<file path="config.mk">
export PLATFORM = sky130hd
export DESIGN_NAME = rx_mode_profile_regs
export DESIGN_NICKNAME = d
export VERILOG_FILES = /design/src/include/rx_profile_pkg.sv /design/src/hw/mode_profile_slot.sv /design/src/hw/rx_mode_profile_regs.sv
export SDC_FILE = /design/constraint.sdc
export NUM_CORES = 1
export LEC_CHECK = 0
export BUFFER_PORTS_ARGS = -buffer_cell sky130_fd_sc_hd__buf_2
export CAP_MARGIN = 20
export CORE_UTILIZATION = 47
export DETAILED_ROUTE_END_ITERATION = 10
export GPL_TIMING_DRIVEN = 0
export HOLD_SLACK_MARGIN = 0.05
export PLACE_DENSITY = 0.66
export SYNTH_ARGS = -nofsm -noshare
export SYNTH_HDL_FRONTEND = slang
export SYNTH_SLANG_ARGS = --single-unit
</file>
<file path="constraint.sdc">
create_clock -name core_clk -period 6.1 [get_ports core_clk]
set_input_delay 1.22 -clock core_clk [delete_from_list [all_inputs] [get_ports core_clk]]
set_output_delay 1.22 -clock core_clk [all_outputs]
set_load 0.01 [all_outputs]
</file>
<file path="src/include/rx_profile_pkg.sv">
// shared constants, carriers and helpers for the receiver mode profile bank, modes 6 to 10
`default_nettype none

package rx_profile_pkg;

	// ----------------------------------------
	// register port geometry
	// ----------------------------------------
	localparam int unsigned ADDR_W     = 12;                 // register address width of the internal port
	localparam int unsigned DATA_W     = 8;                  // every register is one byte
	localparam int unsigned MODE_COUNT = 5;                  // stored modes 6, 7, 8, 9 and 10
	localparam int unsigned SLOT_COUNT = 3;                  // enable, gain 1/2, gain 3/4

	typedef logic [ADDR_W-1:0] reg_addr_t;                  // register address
	typedef logic [DATA_W-1:0] reg_data_t;                  // register byte
	typedef logic [3:0]        mode_num_t;                  // stored mode number as software counts it

	// ----------------------------------------
	// register offsets
	// ----------------------------------------
	localparam reg_addr_t MODE6_PATH_EN_OFS   = 12'h052;     // mode 6 enables
	localparam reg_addr_t MODE6_GAIN12_OFS    = 12'h053;     // mode 6 gains, channels 1 and 2
	localparam reg_addr_t MODE6_GAIN34_OFS    = 12'h054;     // mode 6 gains, channels 3 and 4
	localparam reg_addr_t MODE7_PATH_EN_OFS   = 12'h055;     // mode 7 enables
	localparam reg_addr_t MODE7_GAIN12_OFS    = 12'h056;     // mode 7 gains, channels 1 and 2
	localparam reg_addr_t MODE7_GAIN34_OFS    = 12'h057;     // mode 7 gains, channels 3 and 4
	localparam reg_addr_t MODE8_PATH_EN_OFS   = 12'h058;     // mode 8 enables
	localparam reg_addr_t MODE8_GAIN12_OFS    = 12'h059;     // mode 8 gains, channels 1 and 2
	localparam reg_addr_t MODE8_GAIN34_OFS    = 12'h05A;     // mode 8 gains, channels 3 and 4
	localparam reg_addr_t MODE9_PATH_EN_OFS   = 12'h05B;     // mode 9 enables
	localparam reg_addr_t MODE9_GAIN12_OFS    = 12'h05C;     // mode 9 gains, channels 1 and 2
	localparam reg_addr_t MODE9_GAIN34_OFS    = 12'h05D;     // mode 9 gains, channels 3 and 4
	localparam reg_addr_t MODE10_PATH_EN_OFS  = 12'h05E;     // mode 10 enables, the last byte of this slice
	localparam reg_addr_t MODE_STRIDE         = 12'h003;     // three consecutive bytes per stored mode

	// ----------------------------------------
	// field positions inside the bytes
	// ----------------------------------------
	localparam int unsigned EN_MAIN_SPLIT_BIT = 6;           // main active splitter
	localparam int unsigned EN_PAIR_A_BIT     = 5;           // channel 1 to 2 splitter
	localparam int unsigned EN_PAIR_B_BIT     = 4;           // channel 3 to 4 splitter
	localparam int unsigned EN_CHAN_MSB       = 3;           // channel 1 enable; channel 4 at bit 0
	localparam int unsigned GAIN_HI_LSB       = 4;           // lower-numbered channel in [6:4]
	localparam int unsigned GAIN_LO_LSB       = 0;           // higher-numbered channel in [2:0]
	localparam int unsigned GAIN_W            = 3;           // gain code width

	// ----------------------------------------
	// carriers
	// ----------------------------------------
	typedef logic [GAIN_W-1:0] gain_code_t;                 // one channel gain code

	typedef struct packed {
		logic       mainSplitterOn;                      // bit 6
		logic       pairASplitterOn;                     // bit 5, channels 1 to 2
		logic       pairBSplitterOn;                     // bit 4, channels 3 to 4
		logic [3:0] chanOn;                              // [3] channel 1 ... [0] channel 4
	} path_en_s;

	typedef struct packed {
		path_en_s   pathEn;                              // splitter and channel enables
		gain_code_t chanOneGain;                         // channel 1 gain code
		gain_code_t chanTwoGain;                         // channel 2 gain code
		gain_code_t chanThreeGain;                       // channel 3 gain code
		gain_code_t chanFourGain;                        // channel 4 gain code
	} profile_s;

	typedef struct packed {
		logic       hit;                                 // address falls in this slice
		logic [2:0] modeIdx;                             // 0 is mode 6 ... 4 is mode 10
		logic [1:0] slot;                                // 0 enables, 1 gain 1/2, 2 gain 3/4
	} reg_sel_s;

	// ----------------------------------------
	// reset values
	// ----------------------------------------
	localparam gain_code_t GAIN_RST         = 3'h4;          // mid-range gain default
	localparam path_en_s   MODE6_PATH_RST   = 7'h68;         // main, pair A, channel 1
	localparam path_en_s   MODE7_PATH_RST   = 7'h64;         // main, pair A, channel 2
	localparam path_en_s   MODE8_PATH_RST   = 7'h52;         // main, pair B, channel 3
	localparam path_en_s   MODE9_PATH_RST   = 7'h51;         // main, pair B, channel 4
	localparam path_en_s   MODE10_PATH_RST  = 7'h7F;         // all splitters and channels on
	localparam profile_s   IDLE_PROFILE     = 19'h00000;     // nothing applied yet: receiver off
	localparam mode_num_t  FIRST_MODE       = 4'h6;          // lowest mode held here
	localparam mode_num_t  NO_MODE          = 4'h0;          // no profile applied

	// ----------------------------------------
	// helpers
	// ----------------------------------------
	// map an address to its mode and slot; mode 10 owns only its enable byte here
	function automatic reg_sel_s decode_addr(input reg_addr_t addr);
		reg_sel_s  sel;
		reg_addr_t base;
		sel  = '0;
		base = MODE6_PATH_EN_OFS;
		for (int k = 0; k < MODE_COUNT; k++) begin
			for (int s = 0; s < SLOT_COUNT; s++) begin
				if (addr == base + reg_addr_t'(s) && (k < MODE_COUNT - 1 || s == 0)) begin
					sel.hit     = 1'b1;
					sel.modeIdx = 3'(k);
					sel.slot    = 2'(s);
				end
			end
			base = base + MODE_STRIDE;
		end
		return sel;
	endfunction

	// build a gain byte with both reserved bits at zero
	function automatic reg_data_t pack_gain(input gain_code_t hi, input gain_code_t lo);
		return {1'b0, hi, 1'b0, lo};
	endfunction

	// build an enable byte with the reserved top bit at zero
	function automatic reg_data_t pack_path(input path_en_s en);
		return {1'b0, en};
	endfunction

endpackage

`default_nettype wire

</file>
<file path="src/hw/mode_profile_slot.sv">
// one stored receiver mode: enable byte and two gain bytes
`default_nettype none

module mode_profile_slot
	import rx_profile_pkg::*;
#(
	parameter profile_s RESET_PROFILE = IDLE_PROFILE,  // power-on contents of this mode
	parameter bit       HAS_GAINS     = 1'b1           // mode 10 keeps its gains in another slice
) (
	input  wire logic                   core_clk,
	input  wire logic                   reset,
	input  wire logic [2:0]             slotWrite,
	input  wire rx_profile_pkg::reg_data_t wrData,
	output var  rx_profile_pkg::profile_s  profile
);

	// ----------------------------------------
	// storage
	// ----------------------------------------
	profile_s profile_reg;                              // stored profile
	profile_s profile_next;                             // its next value

	// write merge; reserved bits are dropped, not stored
	always_comb begin
		profile_next = profile_reg;
		if (slotWrite[0]) begin
			profile_next.pathEn = path_en_s'(wrData[6:0]);
		end
		if (HAS_GAINS && slotWrite[1]) begin
			profile_next.chanOneGain = wrData[GAIN_HI_LSB +: GAIN_W];
			profile_next.chanTwoGain = wrData[GAIN_LO_LSB +: GAIN_W];
		end
		if (HAS_GAINS && slotWrite[2]) begin
			profile_next.chanThreeGain = wrData[GAIN_HI_LSB +: GAIN_W];
			profile_next.chanFourGain  = wrData[GAIN_LO_LSB +: GAIN_W];
		end
	end

	// synchronous reset loads the documented defaults
	always_ff @(posedge core_clk) begin
		if (reset) begin
			profile_reg <= RESET_PROFILE;
		end else begin
			profile_reg <= profile_next;
		end
	end

	assign profile = profile_reg;

endmodule

`default_nettype wire

</file>
<file path="src/hw/rx_mode_profile_regs.sv">
// receiver mode profile register bank for stored modes 6 to 10
`default_nettype none

module rx_mode_profile_regs
	import rx_profile_pkg::*;
(
	input  wire logic                      core_clk,
	input  wire logic                      reset,
	// register port from the serial control decoder
	input  wire rx_profile_pkg::reg_addr_t regAddr,
	input  wire logic                      regWrite,
	input  wire rx_profile_pkg::reg_data_t regWrData,
	input  wire logic                      regRead,
	output var  rx_profile_pkg::reg_data_t regRdData,
	output var  logic                      regRdValid,
	output var  logic                      regRdMiss,
	// mode sequencer request
	input  wire logic                      applyStrobe,
	input  wire rx_profile_pkg::mode_num_t applyMode,
	// profile driven into the receiver
	output var  rx_profile_pkg::profile_s  activeProfile,
	output var  rx_profile_pkg::mode_num_t activeMode,
	output var  logic                      applyMiss
);

	// ----------------------------------------
	// address decode
	// ----------------------------------------
	reg_sel_s regSel;                                    // mode and slot of the current address
	logic     [2:0] slotWrite [MODE_COUNT];              // per-mode write strobes

	// one decoder feeds both the write strobes and the read mux
	always_comb begin
		regSel = decode_addr(regAddr);
	end

	// turn the decoded address into one strobe per stored byte
	always_comb begin
		for (int k = 0; k < MODE_COUNT; k++) begin
			slotWrite[k] = 3'h0;
			if (regWrite && regSel.hit && regSel.modeIdx == 3'(k)) begin
				slotWrite[k] = 3'(1 << regSel.slot);
			end
		end
	end

	// ----------------------------------------
	// stored profiles
	// ----------------------------------------
	profile_s storedProfile [MODE_COUNT];                // one per mode, index 0 is mode 6

	// mode 6: channel 1 path, gains mid-range
	mode_profile_slot #(
		.RESET_PROFILE ({MODE6_PATH_RST, GAIN_RST, GAIN_RST, GAIN_RST, GAIN_RST}),
		.HAS_GAINS     (1'b1)
	) modeSixSlot (
		.core_clk  (core_clk),
		.reset     (reset),
		.slotWrite (slotWrite[0]),
		.wrData    (regWrData),
		.profile   (storedProfile[0])
	);

	// mode 7: channel 2 path, gains mid-range
	mode_profile_slot #(
		.RESET_PROFILE ({MODE7_PATH_RST, GAIN_RST, GAIN_RST, GAIN_RST, GAIN_RST}),
		.HAS_GAINS     (1'b1)
	) modeSevenSlot (
		.core_clk  (core_clk),
		.reset     (reset),
		.slotWrite (slotWrite[1]),
		.wrData    (regWrData),
		.profile   (storedProfile[1])
	);

	// mode 8: channel 3 path, gains mid-range
	mode_profile_slot #(
		.RESET_PROFILE ({MODE8_PATH_RST, GAIN_RST, GAIN_RST, GAIN_RST, GAIN_RST}),
		.HAS_GAINS     (1'b1)
	) modeEightSlot (
		.core_clk  (core_clk),
		.reset     (reset),
		.slotWrite (slotWrite[2]),
		.wrData    (regWrData),
		.profile   (storedProfile[2])
	);

	// mode 9: channel 4 path, gains mid-range
	mode_profile_slot #(
		.RESET_PROFILE ({MODE9_PATH_RST, GAIN_RST, GAIN_RST, GAIN_RST, GAIN_RST}),
		.HAS_GAINS     (1'b1)
	) modeNineSlot (
		.core_clk  (core_clk),
		.reset     (reset),
		.slotWrite (slotWrite[3]),
		.wrData    (regWrData),
		.profile   (storedProfile[3])
	);

	// mode 10: only the enable byte lives here; its gain bits stay frozen
	mode_profile_slot #(
		.RESET_PROFILE ({MODE10_PATH_RST, GAIN_RST, GAIN_RST, GAIN_RST, GAIN_RST}),
		.HAS_GAINS     (1'b0)
	) modeTenSlot (
		.core_clk  (core_clk),
		.reset     (reset),
		.slotWrite (slotWrite[4]),
		.wrData    (regWrData),
		.profile   (storedProfile[4])
	);

	// ----------------------------------------
	// read-back path
	// ----------------------------------------
	reg_data_t rdData_reg;                               // byte returned to the port
	reg_data_t rdData_next;
	logic      rdValid_reg;                              // one-cycle answer marker
	logic      rdValid_next;
	logic      rdMiss_reg;                               // address outside this slice
	logic      rdMiss_next;
	profile_s  readProfile;                              // profile addressed by the read

	// pick the addressed byte; reserved bits come back as zero
	always_comb begin
		readProfile  = storedProfile[0];
		for (int k = 0; k < MODE_COUNT; k++) begin
			if (regSel.modeIdx == 3'(k)) begin
				readProfile = storedProfile[k];
			end
		end
		rdData_next  = 8'h00;
		rdValid_next = regRead;
		rdMiss_next  = regRead && !regSel.hit;
		if (regRead && regSel.hit) begin
			unique case (regSel.slot)
				2'h0: begin
					rdData_next = pack_path(readProfile.pathEn);
				end
				2'h1: begin
					rdData_next = pack_gain(readProfile.chanOneGain, readProfile.chanTwoGain);
				end
				2'h2: begin
					rdData_next = pack_gain(readProfile.chanThreeGain, readProfile.chanFourGain);
				end
				default: begin
					rdData_next = 8'h00;             // slot code 3 is never decoded
				end
			endcase
		end
	end

	// register the answer so every port output comes from a flop
	always_ff @(posedge core_clk) begin
		if (reset) begin
			rdData_reg  <= 8'h00;
			rdValid_reg <= 1'b0;
			rdMiss_reg  <= 1'b0;
		end else begin
			rdData_reg  <= rdData_next;
			rdValid_reg <= rdValid_next;
			rdMiss_reg  <= rdMiss_next;
		end
	end

	// ----------------------------------------
	// profile application
	// ----------------------------------------
	profile_s  active_reg;                               // profile driving the receiver
	profile_s  active_next;
	mode_num_t activeMode_reg;                           // mode number now applied
	mode_num_t activeMode_next;
	logic      applyMiss_reg;                            // request named a mode not held here
	logic      applyMiss_next;
	logic      applyInRange;                             // request falls in modes 6 to 10
	logic [2:0] applyIdx;                                // slot index of the request

	// copy the chosen stored profile; later writes wait for the next apply
	always_comb begin
		active_next     = active_reg;
		activeMode_next = activeMode_reg;
		applyMiss_next  = 1'b0;
		applyInRange    = applyMode >= FIRST_MODE && applyMode < FIRST_MODE + 4'(MODE_COUNT);
		applyIdx        = 3'(applyMode - FIRST_MODE);
		if (applyStrobe) begin
			if (applyInRange) begin
				active_next.pathEn = storedProfile[applyIdx].pathEn;
				// mode 10 gains are owned elsewhere, so the current gains hold
				if (applyIdx != 3'(MODE_COUNT - 1)) begin
					active_next = storedProfile[applyIdx];
				end
				activeMode_next = applyMode;
			end else begin
				applyMiss_next = 1'b1;               // out-of-slice request flags applyMiss and leaves profile and mode alone
			end
		end
	end

	// hold the applied profile until the next accepted request
	always_ff @(posedge core_clk) begin
		if (reset) begin
			active_reg     <= IDLE_PROFILE;
			activeMode_reg <= NO_MODE;
			applyMiss_reg  <= 1'b0;
		end else begin
			active_reg     <= active_next;
			activeMode_reg <= activeMode_next;
			applyMiss_reg  <= applyMiss_next;
		end
	end

	// ----------------------------------------
	// outputs
	// ----------------------------------------
	assign regRdData     = rdData_reg;
	assign regRdValid    = rdValid_reg;
	assign regRdMiss     = rdMiss_reg;
	assign activeProfile = active_reg;
	assign activeMode    = activeMode_reg;
	assign applyMiss     = applyMiss_reg;

endmodule

`default_nettype wire

</file>
After elaboration in Yosys (flattened, before gate mapping)
Cells that the tools add are included.
W data, S select, Z words.
- mux-type cells: 27
- equality and inequality tests: 20
- shift operators: 1
- add/subtract/negate cells: 1
- bitwise logic cells: 3
- reduce and logical (&&, ||, !) cells: 16
- magnitude comparators: 3
- operators by type and width (cell ; number):
    $eq A12 B7 Y1 const B ; 13
    $mux W19 ; 6
    $mux W6 ; 13
    $bmux W19 S3 ; 1
    $pmux W7 S3 ; 1
    $mux W3 ; 4
    $logic_and A1 B1 Y1 ; 9
    $eq A3 B2 Y1 const B ; 2
    $ge A4 B3 Y1 const B ; 1
    $ge A4 B4 Y1 const B ; 1
    $lt A4 B4 Y1 const B ; 1
    $not A3 Y4 ; 1
    $reduce_or A2 Y1 ; 2
    $eq A3 B1 Y1 const B ; 1
    $eq A3 B3 Y1 const B ; 1
    $logic_not A3 Y1 ; 1
    $ne A3 B3 Y1 const B ; 1
    $reduce_and A3 Y1 ; 1
    $shl A1 B2 Y3 const A ; 1
    $sub A3 B3 Y3 const B ; 1
    $eq A2 B1 Y1 const B ; 1
    $eq A2 B2 Y1 const B ; 1
    $logic_not A2 Y1 ; 1
    $mux W1 ; 2
    other kinds (3) ; 4
- output and inout port bits: 34
- bits of input ports: 29
- logic and storage cells: 120
- register bits: 117

Logic depth before layout (Yosys ltp)
- depth in word-level cells: 20
- depth in mapped cells: 9
- depth with buffers taken out: 6

Cells and area by module
A second synthesis with hierarchy kept.
- cell total of the unflattened synthesis: 653
- area, all modules: 6090.8 µm²
- modules (own cells, without submodules) (module ; area each (µm²) ; cells an instance ; instances):
    rx_mode_profile_regs ; 2891.5 ; 369 ; 1
    mode_profile_slot at modeEightSlot ... ; 708.2 ; 62 ; 4
    mode_profile_slot at modeTenSlot ; 366.6 ; 36 ; 1

Worst setup path after synthesis
Ideal clock, no wire load.
- path type: input to register
- start: input port regAddr[9]
- end: register rdData_reg[4], in the netlist regRdData[4]
- stages on the path: 5
- required time: 5.966 ns
- library setup time: 0.134 ns
- slack: 2.792 ns
- arrival time: 3.174 ns
- path through: or4_4 or3_4 a221o_1 o221a_1 or4_1
- longest elaborated chain between the ends: 19
- RTL lines (element ; line ; source):
    start, declared ; rx_mode_profile_regs.sv:10 ; input wire rx_profile_pkg::reg_addr_t regAddr,
    $eq A12 B7 Y1 ; rx_profile_pkg.sv:97 ; if (addr == base + reg_addr_t'(s) && (k < MODE_COUNT - 1 || s == 0)) begin
    $mux W6 (11 in a row) ; rx_profile_pkg.sv:97 ;
    $mux W6 (*) ; rx_profile_pkg.sv:97 ;
    $eq A3 B1 Y1 ; rx_mode_profile_regs.sv:127 ; if (regSel.modeIdx == 3'(k)) begin
    $mux W19 (4 in a row) ; rx_mode_profile_regs.sv:127 ;
    $pmux W7 S3 ; rx_mode_profile_regs.sv:135 ; unique case (regSel.slot)
    end signal, assigned ; rx_mode_profile_regs.sv:159 ; rdData_reg <= rdData_next;
    end, declared ; rx_mode_profile_regs.sv:115 ; reg_data_t rdData_reg;
Every way passes the cells marked *; elsewhere a longest branch is shown, timed or not.
A chain may end at the register's enable or synchronous reset.

Worst setup path in the final report
- start: input port regAddr[5]
- end: register rdData_reg[2], in the netlist regRdData[2]
Same word-level chain as after synthesis.

==> results.md <==
- Num CTS Buffers: 17
- Final Critical Period: between 3 and 4 ns
- Maximum clock rate: 259 MHz
- Syn_nets: around 700
- Post-route cell area: 0.00689 mm²
- Gate power share: under 10%
- R2r endpoint: regRdData[2]$_SDFF_PP0_
- EDFF count, synth: 0
- Seq cells post-synth: 116
- Seq. cell area: about 0.0023 mm²
- Worst endpoint data arrival time: 4.19 ns
- Clock share of power: between 50% and 60%
- Lkg Pwr: 2.93 nW
- Yosys warns: 0
- HP Class: flip-flop to flip-flop
- Final period util: 63.2%
- Routed WL per cell: 21.6 µm
- Ratio of cells with drive above 1 in the final layout: 13.6%
- Starting Density: 48.3%
- H-tree depth: 4
- Max-cap violation count: 0
- Sw frac: 24.3%
- Post-DP Area: between 0.006 and 0.007 mm²
- Place WS: roughly 2 ns
- Hold EP: modeNineSlot.profile[1]$_SDFFE_PP0P_
- Vias: 5660
- Commonest cells after routing, fill and taps aside: dfxtp_1, mux2i_1, nor2_1
- Hold wc startpoint: modeNineSlot.profile[1]$_SDFFE_PP0P_
- Worst IR Drop VDD: 0.000163 V
- Worst-case clock buffer depth: 2
- Vias/cell: 6.23
- Seq pwr share: approximately two fifths
- Net Switching: 0.473 mW
- Clock transition at path regs: roughly 0.06 ns
- R2r startpoint: modeSixSlot.profile[2]$_SDFFE_PP1P_
- Number of global-route vias before repair: 5380
- First-pass GRT wire length: 30300 µm
- Most common cell after layout, fill and taps aside: dfxtp_1
- Post-Route Setup TNS: 0 ns
- Pin count of the biggest net entering global routing: 17
- Die Height: 113 µm
- Final setup margin: approximately 2.2 ns
- Final Hold Fails: 0
- Multi-input logic area: 0.00324 mm²
- Cells after DPL: 877
- TritonRoute pass-1 iters: 5
- GRT Total Usage: 32.0%
- Setup Viol. Count Final: 0
- Startpoint types: input pin
- Worst-Margin Slew: 1.12 ns
- Core box area: approximately 0.012 mm²
- Core Rows: 40
- Part of the Yosys area used for sequential elements: about 40%
- Clk_lat worst skew: 0.43 ns
- Yosys cell types: 57
- FILL cells: 1116
- Cts hold-fix bufs: 0
- CTS tree: yes
- Clk sinks: 116
- Syn Area/Cell: 8.61 µm²
- CTS resizes: 0
- Pwr Total: 1.94 mW
- Max-slew headroom: 24.6%
- Crit end category: flip-flop
- R2R setup slack: 4.27 ns
- RSZ-0062 raised after global routing: no
- Final std cells w/o fill: between 900 and 1k
- Critical Path RT: 6.43 ns
- Port Buf Inserts: 56
- Outcome: finished clean
- Top-Level Pins: 63
- Grt ovf: 0
- Drt drc: 0
- PD cells: between 200 and 300 mW/mm²
- DRT Wirelength: 19600 µm
- Hold Path Cell Cnt: 2
- Crit path max fanout: 10
- Cell-internal power: 1.47 mW
- DP HPWL: about 14000 µm
- Worst R2R Path Depth: 4
- Postcts setup bufs: 0
- Post-Syn Instances: 674
- Diode count: 0
- Die area: ~0.013 mm²
- Clock root cell: clkbuf_16
- Primary FF master, synth: dfxtp_1
- DRT antenna net count: 0
- Max Slew Vio Count: 0
- Synthesized area: 0.00580 mm²
- Die width: 113 µm
- Layout Nets: between 700 and 800
- Starting DRT DRC Count: 593
- Clock skew: 0.00751 ns
- Async SR Flop Fraction: 0%
- Crit Path Category: input pin to flip-flop
- Placer congestion estimate: 1.00
- Initial antenna violation count: 0
- Layout area overhead: 18.8%
[layout make-up]
class / count / area share (%)
plain buffers: 51 / 2.89
clock buffers: 19 / 6.57
clock inverters: 13 / 2.52
inverters: 11 / 0.599
multi-input cells: 496 / 47.0
flip-flops and latches: 116 / 33.7
well taps: 147 / 2.67
repair buffers: 56 / 4.07
[power groups by stage]
| stage | Combinational, mW | Sequential (mW) | Clock [mW] |
|---|---|---|---|
| detailed placement | 0.122 | 0.781 | 0 |
| floorplan | 0.0739 | 0.783 | 0 |
| CTS | 0.123 | 0.765 | 1.06 |
| finish | 0.126 | 0.765 | 1.05 |
| global route | 0.134 | 0.765 | 1.09 |
| global placement | 0.121 | 0.781 | 0 |
[worst max-delay path by stage]
stage	startpoint	end	depth (start not counted)
2_1_floorplan	regAddr[9]	regRdData[4]$_SDFF_PP0_	5
3_3_place_gp	regAddr[5]	regRdData[2]$_SDFF_PP0_	8
3_5_place_dp	regAddr[5]	regRdData[2]$_SDFF_PP0_	8
4_1_cts	regAddr[5]	regRdData[2]$_SDFF_PP0_	8
5_1_grt	regAddr[5]	regRdData[2]$_SDFF_PP0_	8
6_report	regAddr[5]	regRdData[2]$_SDFF_PP0_	8
[worst max-delay path, stage by stage]
cell and delay (ns):
buf_2 0.10, nor4bb_1 0.28, clkbuf_1 0.37, nand4_1 0.38, nor4b_1 0.95, o311ai_0 0.54, o31a_1 0.24, o221ai_1 0.10
[cell families (layout without fill, tap and decap cells)]
group | count (synthesis) | in the layout | synth area share [%]
compound gates | 139 | 139 | 15.7
xor+xnor | 4 | 4 | 0.604
buf+inv | 62 | 150 | 4.14
flops | 116 | 116 | 40.0
mux | 115 | 115 | 19.8
other cells | 1 | 1 | 0.0646
simple gates | 237 | 237 | 19.6
[metal layers]
metal	vias to the layer above	global-route usage (%)	part of all wire, %
met4	0	17.4	4.6
met1	2695	41.5	42
met3	71	6.48	8.0
met5	-	0	0
met2	312	50.2	45
li1	2582	-	-
[through the flow]
stage	utilization, %	hold WS (ns)
4_1_cts	57.4	0.475
6_report	57.4	0.483
3_3_place_gp	52.2	0.459
5_1_grt	57.4	0.500
3_5_place_dp	52.2	0.467
2_1_floorplan	-	0.445
[cells in the mapped netlist (2+ instances only)]
library cell | count | share of area, %
nor2_2 | 2 | 0.22
nand3b_1 | 2 | 0.26
and3_1 | 2 | 0.22
o211ai_1 | 5 | 0.65
or2_2 | 3 | 0.32
a21oi_1 | 35 | 3.0
a211o_1 | 8 | 1.2
nor2_1 | 90 | 5.8
o221ai_1 | 4 | 0.60
inv_1 | 11 | 0.71
nand2_1 | 60 | 3.9
a221o_1 | 2 | 0.34
nand2b_1 | 10 | 1.1
nor4b_1 | 3 | 0.45
buf_2 | 3 | 0.26
a22o_2 | 3 | 0.52
nand3_1 | 17 | 1.5
o21ai_0 | 24 | 2.1
nor3_1 | 9 | 0.78
nor2b_1 | 12 | 1.3
o311ai_0 | 2 | 0.30
a211oi_1 | 4 | 0.52
or3_1 | 3 | 0.32
nor4_1 | 3 | 0.32
mux2i_1 | 115 | 20
o2bb2ai_1 | 2 | 0.30
o41a_1 | 2 | 0.39
o2111ai_1 | 2 | 0.30
xor2_1 | 2 | 0.30
o31a_1 | 2 | 0.30
xnor2_1 | 2 | 0.30
clkbuf_1 | 43 | 2.8
buf_1 | 4 | 0.26
a22oi_1 | 7 | 0.91
nor4bb_1 | 2 | 0.34
o22ai_1 | 30 | 3.2
nand4_1 | 6 | 0.65
and2_1 | 3 | 0.32
dfxtp_1 | 116 | 40
a311oi_1 | 2 | 0.30
Power figures use the tool's default switching activity.
